$ cat config.mk
export PLATFORM = sky130hd
export DESIGN_NAME = backup_clock_and_reset_flags
export DESIGN_NICKNAME = d
export VERILOG_FILES = /design/src/rtl/backup_clock_pkg.sv /design/src/rtl/backup_clock_and_reset_flags.sv /design/src/rtl/osc_settle.sv /design/src/rtl/rtc_clock_mux.sv
export SDC_FILE = /design/constraint.sdc
export NUM_CORES = 1
export LEC_CHECK = 0
export BUFFER_PORTS_ARGS = -buffer_cell sky130_fd_sc_hd__clkbuf_2
export CAP_MARGIN = 20
export CORE_AREA = 2 2 80 82
export DETAILED_ROUTE_END_ITERATION = 7
export DIE_AREA = 0 0 82 84
export MAX_ROUTING_LAYER = met4
export PLACE_DENSITY = 0.74
export SKIP_LAST_GASP = 1
export SYNTH_ARGS = -nofsm -noshare
export SYNTH_HDL_FRONTEND = slang
export SYNTH_SLANG_ARGS = --single-unit
$ cat constraint.sdc
create_clock -name ref_clk -period 4.1 [get_ports ref_clk]
set_clock_uncertainty 0.1 [all_clocks]
set_input_delay 0 -clock ref_clk [delete_from_list [all_inputs] [get_ports ref_clk]]
set_output_delay 0 -clock ref_clk [all_outputs]
set_load 0.05 [all_outputs]
$ cat src/rtl/backup_clock_pkg.sv
// Constants, field layouts and types of the backup clock and reset-source block.
// Assumes a single 100 MHz clock; byte offsets on a 32-bit register bus.
package backup_clock_pkg;

    // ------------------------------------------------------------
    // Register map
    // ------------------------------------------------------------
    localparam logic [5:0]  BDCTL_OFFSET  = 6'h20;
    localparam logic [5:0]  RSTSCK_OFFSET = 6'h24;
    localparam logic [31:0] BDCTL_RESET   = 32'h00000018;
    localparam logic [31:0] RSTSCK_RESET  = 32'h0C000000;

    // ------------------------------------------------------------
    // Field positions, backup control register
    // ------------------------------------------------------------
    localparam int BD_XTAL_EN_BIT  = 0;
    localparam int BD_XTAL_STB_BIT = 1;
    localparam int BD_BYPASS_BIT   = 2;
    localparam int BD_DRIVE_LSB    = 3;
    localparam int BD_SRC_LSB      = 8;
    localparam int BD_GATE_BIT     = 15;
    localparam int BD_BKP_RST_BIT  = 16;

    // ------------------------------------------------------------
    // Field positions, reset-source register
    // ------------------------------------------------------------
    localparam int RS_IRC_EN_BIT   = 0;
    localparam int RS_IRC_STB_BIT  = 1;
    localparam int RS_CLEAR_BIT    = 24;
    localparam int RS_FLAGS_LSB    = 26;
    localparam int FLAG_EXT_PIN    = 0;
    localparam int FLAG_POWER      = 1;
    localparam int FLAG_SOFTWARE   = 2;
    localparam int FLAG_FREE_WDG   = 3;
    localparam int FLAG_WINDOW_WDG = 4;
    localparam int FLAG_LOW_POWER  = 5;
    localparam logic [5:0] FLAGS_RESET = RSTSCK_RESET[31:26];

    // ------------------------------------------------------------
    // Timing
    // ------------------------------------------------------------
    localparam int HXTAL_DIVIDE            = 128;
    localparam int SLOW_XTAL_SETTLE_CYCLES = 16;
    localparam int IRC40K_SETTLE_CYCLES    = 8;

    // ------------------------------------------------------------
    // Types
    // ------------------------------------------------------------
    typedef enum logic [1:0] {
        SRC_NONE      = 2'b00,
        SRC_SLOW_XTAL = 2'b01,
        SRC_IRC40K    = 2'b10,
        SRC_HXTAL_DIV = 2'b11
    } rtc_src_e;

    typedef struct packed {
        logic       bkp_rst;
        logic       rtc_gate;
        rtc_src_e   rtc_src;
        logic [1:0] drive;
        logic       bypass;
        logic       xtal_en;
    } bdctl_s;

endpackage

$ cat src/rtl/backup_clock_and_reset_flags.sv
// Backup-domain control and reset-source registers behind an Avalon-MM slave.
// Assumes power_reset, backup_power_reset and event inputs come from ref_clk logic;
// oscillator ready lines, clocks and the reset pin are asynchronous pins.
//
// Behaviour
// RULE_01 - Backup control at 0x20, reset 0x18
// RULE_02 - Byte, half-word and word accesses accepted
// RULE_03 - Oscillator and RTC bits survive other resets
// RULE_04 - Protected bits writable only when unlocked
// RULE_05 - Backup reset bit holds domain in reset
// RULE_06 - RTC clock passes only while gate set
// RULE_07 - Source field selects none/slow/40k/fast-div128
// RULE_08 - Nonzero RTC source locks until backup reset
// RULE_09 - Drive field four levels, reset value 11
// RULE_10 - Drive strength not applied in bypass
// RULE_11 - Bypass bit takes external clock instead
// RULE_12 - Crystal runs on enable; stable flag reads back
// RULE_13 - Reset-source at 0x24, split reset domains
// RULE_14 - Low-power reset sets bit 31
// RULE_15 - Window watchdog reset sets bit 30
// RULE_16 - Free watchdog reset sets bit 29
// RULE_17 - Flag-clear bit clears all reset flags
// RULE_18 - Software, power, pin resets set 28/27/26
// RULE_19 - 40 kHz oscillator enable and stable flag
// RULE_20 - Stable flags drop while oscillator disabled
//
// The Avalon-MM register port was left to the implementer.
`timescale 1ns/1ps
module backup_clock_and_reset_flags #(
    parameter int SLOW_SETTLE = backup_clock_pkg::SLOW_XTAL_SETTLE_CYCLES,
    parameter int IRC_SETTLE  = backup_clock_pkg::IRC40K_SETTLE_CYCLES,
    parameter int RTC_DIVIDE  = backup_clock_pkg::HXTAL_DIVIDE
) (
    // Clock and resets
    input  wire logic        ref_clk,
    input  wire logic        reset,
    input  wire logic        power_reset,
    input  wire logic        backup_power_reset,
    // Avalon-MM slave
    input  wire logic [5:0]  avs_address,
    input  wire logic        avs_read,
    input  wire logic        avs_write,
    input  wire logic [31:0] avs_writedata,
    input  wire logic [3:0]  avs_byteenable,
    output logic [31:0]      avs_readdata,
    output logic             avs_waitrequest,
    // Power unit
    input  wire logic        backup_write_unlock,
    // Reset events
    input  wire logic        low_power_reset_event,
    input  wire logic        window_watchdog_reset_event,
    input  wire logic        free_watchdog_reset_event,
    input  wire logic        software_reset_event,
    input  wire logic        external_reset_pin,
    // Oscillator pins
    input  wire logic        slow_crystal_clock,
    input  wire logic        internal_40k_clock,
    input  wire logic        fast_crystal_clock,
    input  wire logic        slow_crystal_ready,
    input  wire logic        internal_40k_ready,
    // Oscillator and RTC controls
    output logic             slow_crystal_enable,
    output logic             slow_crystal_bypass,
    output logic [1:0]       slow_crystal_drive,
    output logic             internal_40k_osc_enable,
    output logic             backup_domain_reset,
    output logic             rtc_clock
);
    import backup_clock_pkg::*;

    // ------------------------------------------------------------
    // Pin synchronisers
    // ------------------------------------------------------------
    localparam int PINS = 6;
    localparam int P_SLOW = 0;
    localparam int P_IRC = 1;
    localparam int P_FAST = 2;
    localparam int P_SLOW_RDY = 3;
    localparam int P_IRC_RDY = 4;
    localparam int P_EXT = 5;

    wire  [PINS-1:0] pins_raw = {external_reset_pin, internal_40k_ready, slow_crystal_ready,
                                 fast_crystal_clock, internal_40k_clock, slow_crystal_clock};
    logic [PINS-1:0] sync1_q;
    logic [PINS-1:0] sync2_q;
    logic            ext_prev_q;

    genvar gi;
    generate
        for (gi = 0; gi < PINS; gi++) begin : g_sync
            always_ff @(posedge ref_clk) begin
                if (reset) begin
                    sync1_q[gi] <= 1'b0;
                    sync2_q[gi] <= 1'b0;
                end else begin
                    sync1_q[gi] <= pins_raw[gi];
                    sync2_q[gi] <= sync1_q[gi];
                end
            end
        end
    endgenerate

    // ------------------------------------------------------------
    // Bus slave: one wait cycle, answer on the second edge
    // ------------------------------------------------------------
    function automatic logic [31:0] merge_bytes(input logic [31:0] old_w, input logic [31:0] new_w,
                                                input logic [3:0] be);
        logic [31:0] m;
        m = old_w;
        for (int i = 0; i < 4; i++) begin
            if (be[i]) begin
                m[8*i +: 8] = new_w[8*i +: 8]; // [RULE_02]
            end
        end
        return m;
    endfunction

    logic        wait_q;
    logic [31:0] readdata_q;
    bdctl_s      bd_q;
    bdctl_s      bd_d;
    logic [5:0]  flags_q;
    logic [5:0]  flags_d;
    logic        clear_q;
    logic        irc_en_q;
    logic        drive_out_q;
    logic [1:0]  drive_q;
    logic        bd_reset_q;
    logic        slow_stable;
    logic        irc_stable;

    wire         sel_bd   = (avs_address[5:2] == BDCTL_OFFSET[5:2]);
    wire         sel_rs   = (avs_address[5:2] == RSTSCK_OFFSET[5:2]);
    wire         accept   = !wait_q && avs_write;
    wire         wr_bd    = accept && sel_bd;
    wire         wr_rs    = accept && sel_rs;

    wire  [31:0] bd_value = {15'h0, bd_q.bkp_rst, bd_q.rtc_gate, 5'h0, bd_q.rtc_src, 3'h0,
                             bd_q.drive, bd_q.bypass, slow_stable, bd_q.xtal_en};
    wire  [31:0] rs_value = {flags_q, 1'b0, clear_q, 22'h0, irc_stable, irc_en_q};
    wire  [31:0] rd_mux   = sel_bd ? bd_value : (sel_rs ? rs_value : 32'h00000000);
    wire  [31:0] bd_wr    = merge_bytes(bd_value, avs_writedata, avs_byteenable);
    wire  [31:0] rs_wr    = merge_bytes(rs_value, avs_writedata, avs_byteenable);

    always_ff @(posedge ref_clk) begin
        if (reset) begin
            wait_q     <= 1'b1;
            readdata_q <= 32'h00000000;
        end else if (wait_q && (avs_read || avs_write)) begin
            wait_q     <= 1'b0;
            readdata_q <= avs_read ? rd_mux : 32'h00000000;
        end else begin
            wait_q     <= 1'b1;
        end
    end

    // ------------------------------------------------------------
    // Backup control register
    // ------------------------------------------------------------
    wire bd_reset_now = backup_power_reset || bd_q.bkp_rst;

    always_comb begin
        bd_d = bd_q;
        if (wr_bd) begin
            bd_d.bkp_rst = bd_wr[BD_BKP_RST_BIT]; // [RULE_05]
            bd_d.drive   = bd_wr[BD_DRIVE_LSB +: 2]; // [RULE_09]
            if (backup_write_unlock) begin // [RULE_04]
                bd_d.xtal_en  = bd_wr[BD_XTAL_EN_BIT]; // [RULE_12]
                bd_d.bypass   = bd_wr[BD_BYPASS_BIT]; // [RULE_11]
                bd_d.rtc_gate = bd_wr[BD_GATE_BIT];
                if (bd_q.rtc_src == SRC_NONE) begin // [RULE_08]
                    bd_d.rtc_src = rtc_src_e'(bd_wr[BD_SRC_LSB +: 2]);
                end
            end
        end
        if (bd_reset_now) begin // [RULE_01]
            bd_d.rtc_gate = BDCTL_RESET[BD_GATE_BIT];
            bd_d.rtc_src  = rtc_src_e'(BDCTL_RESET[BD_SRC_LSB +: 2]);
            bd_d.drive    = BDCTL_RESET[BD_DRIVE_LSB +: 2];
            bd_d.bypass   = BDCTL_RESET[BD_BYPASS_BIT];
            bd_d.xtal_en  = BDCTL_RESET[BD_XTAL_EN_BIT];
        end
        if (backup_power_reset) begin
            bd_d.bkp_rst = BDCTL_RESET[BD_BKP_RST_BIT];
        end
    end

    // System reset deliberately absent: only the backup domain resets these
    always_ff @(posedge ref_clk) begin
        bd_q        <= bd_d; // [RULE_03]
        bd_reset_q  <= backup_power_reset || bd_d.bkp_rst;
        drive_q     <= bd_d.bypass ? 2'h0 : bd_d.drive; // [RULE_10]
        drive_out_q <= !bd_d.bypass;
    end

    // ------------------------------------------------------------
    // Reset-source register
    // ------------------------------------------------------------
    wire       clear_now = clear_q || (wr_rs && rs_wr[RS_CLEAR_BIT]);
    wire       ext_event = sync2_q[P_EXT] && !ext_prev_q;
    wire [5:0] events    = {low_power_reset_event, // [RULE_14]
                            window_watchdog_reset_event, // [RULE_15]
                            free_watchdog_reset_event, // [RULE_16]
                            software_reset_event, 1'b0, ext_event}; // [RULE_18]

    // A reset event in the clearing cycle survives the clear
    assign flags_d = power_reset ? FLAGS_RESET : ((flags_q & ~{6{clear_now}}) | events); // [RULE_17]

    always_ff @(posedge ref_clk) begin
        flags_q    <= flags_d; // [RULE_13]
        ext_prev_q <= sync2_q[P_EXT];
        if (reset || power_reset) begin
            clear_q  <= RSTSCK_RESET[RS_CLEAR_BIT];
            irc_en_q <= RSTSCK_RESET[RS_IRC_EN_BIT];
        end else if (wr_rs) begin
            clear_q  <= rs_wr[RS_CLEAR_BIT];
            irc_en_q <= rs_wr[RS_IRC_EN_BIT]; // [RULE_19]
        end
    end

    // ------------------------------------------------------------
    // Oscillator stability and RTC clock
    // ------------------------------------------------------------
    osc_settle #(
        .SETTLE_CYCLES (SLOW_SETTLE)
    ) u_slow_settle (
        .ref_clk  (ref_clk),
        .reset    (bd_reset_now),
        .enable   (bd_q.xtal_en),
        .ready    (sync2_q[P_SLOW_RDY]),
        .stable_q (slow_stable)
    );

    osc_settle #(
        .SETTLE_CYCLES (IRC_SETTLE)
    ) u_irc_settle (
        .ref_clk  (ref_clk),
        .reset    (reset || power_reset),
        .enable   (irc_en_q),
        .ready    (sync2_q[P_IRC_RDY]),
        .stable_q (irc_stable)
    );

    rtc_clock_mux #(
        .DIVIDE (RTC_DIVIDE)
    ) u_rtc_mux (
        .ref_clk     (ref_clk),
        .reset       (bd_reset_now),
        .slow_level  (sync2_q[P_SLOW]),
        .irc_level   (sync2_q[P_IRC]),
        .fast_level  (sync2_q[P_FAST]),
        .source      (bd_q.rtc_src),
        .gate        (bd_q.rtc_gate),
        .rtc_clock_q (rtc_clock)
    );

    // ------------------------------------------------------------
    // Outputs
    // ------------------------------------------------------------
    assign avs_readdata            = readdata_q;
    assign avs_waitrequest         = wait_q;
    assign slow_crystal_enable     = bd_q.xtal_en;
    assign slow_crystal_bypass     = bd_q.bypass;
    assign slow_crystal_drive      = drive_q;
    assign internal_40k_osc_enable = irc_en_q;
    assign backup_domain_reset     = bd_reset_q;
endmodule

$ cat src/rtl/osc_settle.sv
// Stability flag of one oscillator: counts settle cycles after enable and ready.
// Assumes ready is already synchronised to ref_clk.
`timescale 1ns/1ps
module osc_settle #(
    parameter int SETTLE_CYCLES = 16
) (
    // Clock and reset
    input  wire logic ref_clk,
    input  wire logic reset,
    // Oscillator
    input  wire logic enable,
    input  wire logic ready,
    output logic      stable_q
);
    localparam int CW = $clog2(SETTLE_CYCLES + 1);
    localparam logic [CW-1:0] LAST = CW'(SETTLE_CYCLES - 1);

    logic [CW-1:0] count_q;
    wire           running = enable && ready;
    wire           done    = running && (count_q == LAST);

    // Flag drops at once when disabled and rises only after a full settle
    always_ff @(posedge ref_clk) begin
        if (reset || !running) begin
            count_q  <= '0;
            stable_q <= 1'b0; // [RULE_20]
        end else if (!stable_q) begin
            count_q  <= done ? count_q : count_q + 1'b1;
            stable_q <= done;
        end
    end
endmodule

$ cat src/rtl/rtc_clock_mux.sv
// RTC clock source selection, fast-crystal divider and output gate.
// Assumes the three clock levels are synchronised samples on ref_clk.
`timescale 1ns/1ps
module rtc_clock_mux #(
    parameter int DIVIDE = 128
) (
    // Clock and reset
    input  wire logic                 ref_clk,
    input  wire logic                 reset,
    // Source levels
    input  wire logic                 slow_level,
    input  wire logic                 irc_level,
    input  wire logic                 fast_level,
    // Control
    input  backup_clock_pkg::rtc_src_e source,
    input  wire logic                 gate,
    // Output
    output logic                      rtc_clock_q
);
    import backup_clock_pkg::*;

    localparam int HW = $clog2(DIVIDE / 2);
    localparam logic [HW-1:0] HALF_LAST = HW'(DIVIDE / 2 - 1);

    logic          fast_prev_q;
    logic          div_q;
    logic [HW-1:0] div_count_q;
    logic          selected;
    wire           fast_rise = fast_level && !fast_prev_q;

    // Divider toggles every half period of fast edges
    always_ff @(posedge ref_clk) begin
        if (reset) begin
            fast_prev_q <= 1'b0;
            div_q       <= 1'b0;
            div_count_q <= '0;
        end else begin
            fast_prev_q <= fast_level;
            if (fast_rise) begin
                div_count_q <= (div_count_q == HALF_LAST) ? '0 : div_count_q + 1'b1;
                div_q       <= (div_count_q == HALF_LAST) ? !div_q : div_q;
            end
        end
    end

    always_comb begin
        unique case (source)
            SRC_NONE:      selected = 1'b0; // [RULE_07]
            SRC_SLOW_XTAL: selected = slow_level;
            SRC_IRC40K:    selected = irc_level;
            SRC_HXTAL_DIV: selected = div_q;
        endcase
    end

    always_ff @(posedge ref_clk) begin
        if (reset) begin
            rtc_clock_q <= 1'b0;
        end else begin
            rtc_clock_q <= gate && selected; // [RULE_06]
        end
    end
endmodule

==> results.ini <==
[run_status]
status=finished, final reports clean

[placement]
io_buffers=57
place_area_um2=2870
gp_congestion=0.783
post-dp-hpwl_mm=3.57
pre_cts_slack_ps=2210

[finish]
n_antenna_cell=0
layout-drive-gt1-share_pct=23.9
nNetsFinal=401
layout_common_cells=dfxtp_1 (69), clkbuf_2 (57), nor2_1 (29), dlygate4sd3_1 (29), conb_1 (16)
design_area_um2=3360
fillers=528
final_common_cell=dfxtp_1
area_growth_pct=29.9

[synth]
syn_inst=249
ys_seq_elements=69
synth_compound_area_share_pct=10.4
synth_xor_area_share_pct=3.38
synth_top_family_by_area=simple AND/OR/NAND/NOR gates
synthDistinctLibCells=41
muxShareOfSynthArea_pct=5.07
ys_warn_count=0
synth_edf_count=0
synthAdderAreaFrac_pct=1.93
avgSynthCellArea_um2=10.4
yosysSeqAreaShare_pct=53.4
synth_area_um2=2590
synth-simple-area-share_pct=19.0
synth_ff_type=dfxtp_1
synthArstFlopShare_pct=0

[timing]
fmax_mhz=511
rsz0062_at_grt=false
fin_ws_ps=2140
min_period_ps=1960
setup_tns_ps=0
finalSetupViolations=0
relSlewSlack_pct=44.3
drv_slew=0
worst_pin_slew_ps=833
min_period_over_period_pct=47.8
hold_violations=0

[clocking]
clock_tree.buffer_depth=2
cts_root_buf=clkbuf_8
post_cts_buffers=0
numCtsBuffers=9
tritoncts=done
insertion_delay_ps=340
cts_sinks=69
cts_max_level=3
ctsHoldBuffers=29
cts_resized=0
clk_pin_slew_ps=70

[routing]
wl_mm=5.13
drc=0
drt_iter0_drc=90
vias=1994
firstDrtPassIters=4
final_antenna_net_count=0
routedWlPerCell_um=12.2
vias_per_cell=4.75

[job]
maxCapViolations=0

[worst_hold_path]
hold_path.class=in -> reg

[pwr]
p_comb_share_pct=8.4
clockPowerShare_pct=40.2
intPower_mw=1.02
p_switching_mw=0.320
power_frac_seq_pct=51.4
static-leakage-power_nw=1.50
vdd_drop_max_uv=204
p_per_area_nw_per_um2=398
swShare_pct=23.9

[critical_path]
path_cells=and3b_1 > a41oi_2 > a21oi_1 > nor2_1 > dlygate4sd3_1
cp.arrival_ps=2140
path_max_fanout=6
cpPeakStageDelay_ps=550
critPathRequiredTime_ps=4280
crit_type=reg -> reg
cp-end-kind=flip-flop
crit_path_top_delay_cell=dlygate4sd3_1
start_kind=flip-flop

[global_routing]
grt_pass1_wl_mm=8.35
grt_pass1_vias=1911
antenna_found_initial=0
track_usage_pct=16.5
grt_max_degree=21
overflow=0

[floorplan]
core_area_um2=6100
core.rowCount=29
dieArea_um2=6890
die_x_um=82
fp.dieH_um=84
ios=99
start_util_pct=42.5

## logic make-up (layout without fill, tap and decap cells)
family	count (synthesis)	in the layout
simple gates	88	88
flops	69	69
compound gates	35	35
buf+inv	29	108
mux	13	13
xor+xnor	10	10
fa+ha+maj	4	4
other cells	1	16
## routing by layer
layer | GRT usage (%) | part of all wire, % | wire [µm] | up-vias
met5 | - | 0 | 0 | -
met4 | 9.09 | 2.4 | 125 | 0
met3 | 5.52 | 6.0 | 307 | 13
met2 | 24.8 | 47 | 2390 | 59
met1 | 19.2 | 45 | 2310 | 917
li1 | - | - | - | 1005
## final timing paths
path	from	to	slack [ps]	cells after the start
setup reg to reg	avs_waitrequest$_SDFF_PP1_	flags_q[2]$_SDFF_PP0_	2140	5
hold / removal	avs_byteenable[1]	bd_q[6]$_SDFFE_PN0P_	20	3
setup / recovery	avs_waitrequest$_SDFF_PP1_	flags_q[2]$_SDFF_PP0_	2140	5
hold reg to reg	sync2_q[5]$_SDFF_PP0_	ext_prev_q$_DFF_P_	250	0
## flip-flops by register name, indices dropped and copies added (netlist names), 2 cells and up
signal	flops
avs_readdata	16
u_irc_settle.count_q	4
u_rtc_mux.div_count_q	6
bd_q	6
flags_q	6
sync2_q	6
sync1_q	6
slow_crystal_drive	2
u_slow_settle.count_q	5
## critical path, delay by kind of cell, from the launching register on
family | cells | cell delay, ps
simple gates | 2 | 340
buf+inv | 1 | 550
flops | 1 | 430
compound gates | 2 | 480
## cells in the mapped netlist, types with 3 or more instances
master / number / area (µm²)
nor2_1: 29 / 109
ha_1: 4 / 50.1
o21ai_0: 4 / 20.0
xnor2_1: 3 / 26.3
inv_1: 5 / 18.8
buf_2: 4 / 20.0
nand2_1: 10 / 37.5
mux2i_1: 12 / 120
nand3_1: 9 / 45.0
clkbuf_1: 4 / 15.0
buf_4: 16 / 120
nand4_1: 6 / 37.5
a22o_1: 14 / 123
nor2b_1: 14 / 87.6
xor2_1: 7 / 61.3
dfxtp_1: 69 / 1380
and3_1: 3 / 18.8
a21oi_1: 8 / 40.0
## metrics by stage
step / std cells / util [%] / hold WS, ps / power [mW]
after floorplan: 264 / - / -27.6 / 0.781
final: 420 / 55.2 / 21.3 / 1.34
after detailed placement: 374 / 47.1 / 107 / 0.794
after global placement: 374 / 47.1 / 104 / 0.794
after CTS: 419 / 55.0 / 10.4 / 1.35
after global routing: 420 / 55.2 / 40.7 / 1.39
## final cells by class
cell class,instances,area [µm²],share of cell area (%)
flip-flops and latches,69,1380,41.1
clock inverters,4,47.5,1.41
clock buffers,12,145,4.32
inverters,5,18.8,0.558
multi-input cells,166,1090,32.4
well taps,77,96.3,2.87
repair buffers,87,583,17.3
## power groups by stage
stage               Clock, mW  Combinational [mW]  Sequential [mW]
global placement            0              0.0909            0.703
floorplan                   0              0.0724            0.709
finish                  0.538               0.113            0.688
CTS                     0.552               0.111            0.688
detailed placement          0              0.0914            0.703
global route            0.584               0.121            0.689
Note: power is estimated with default switching activity, not from simulation.
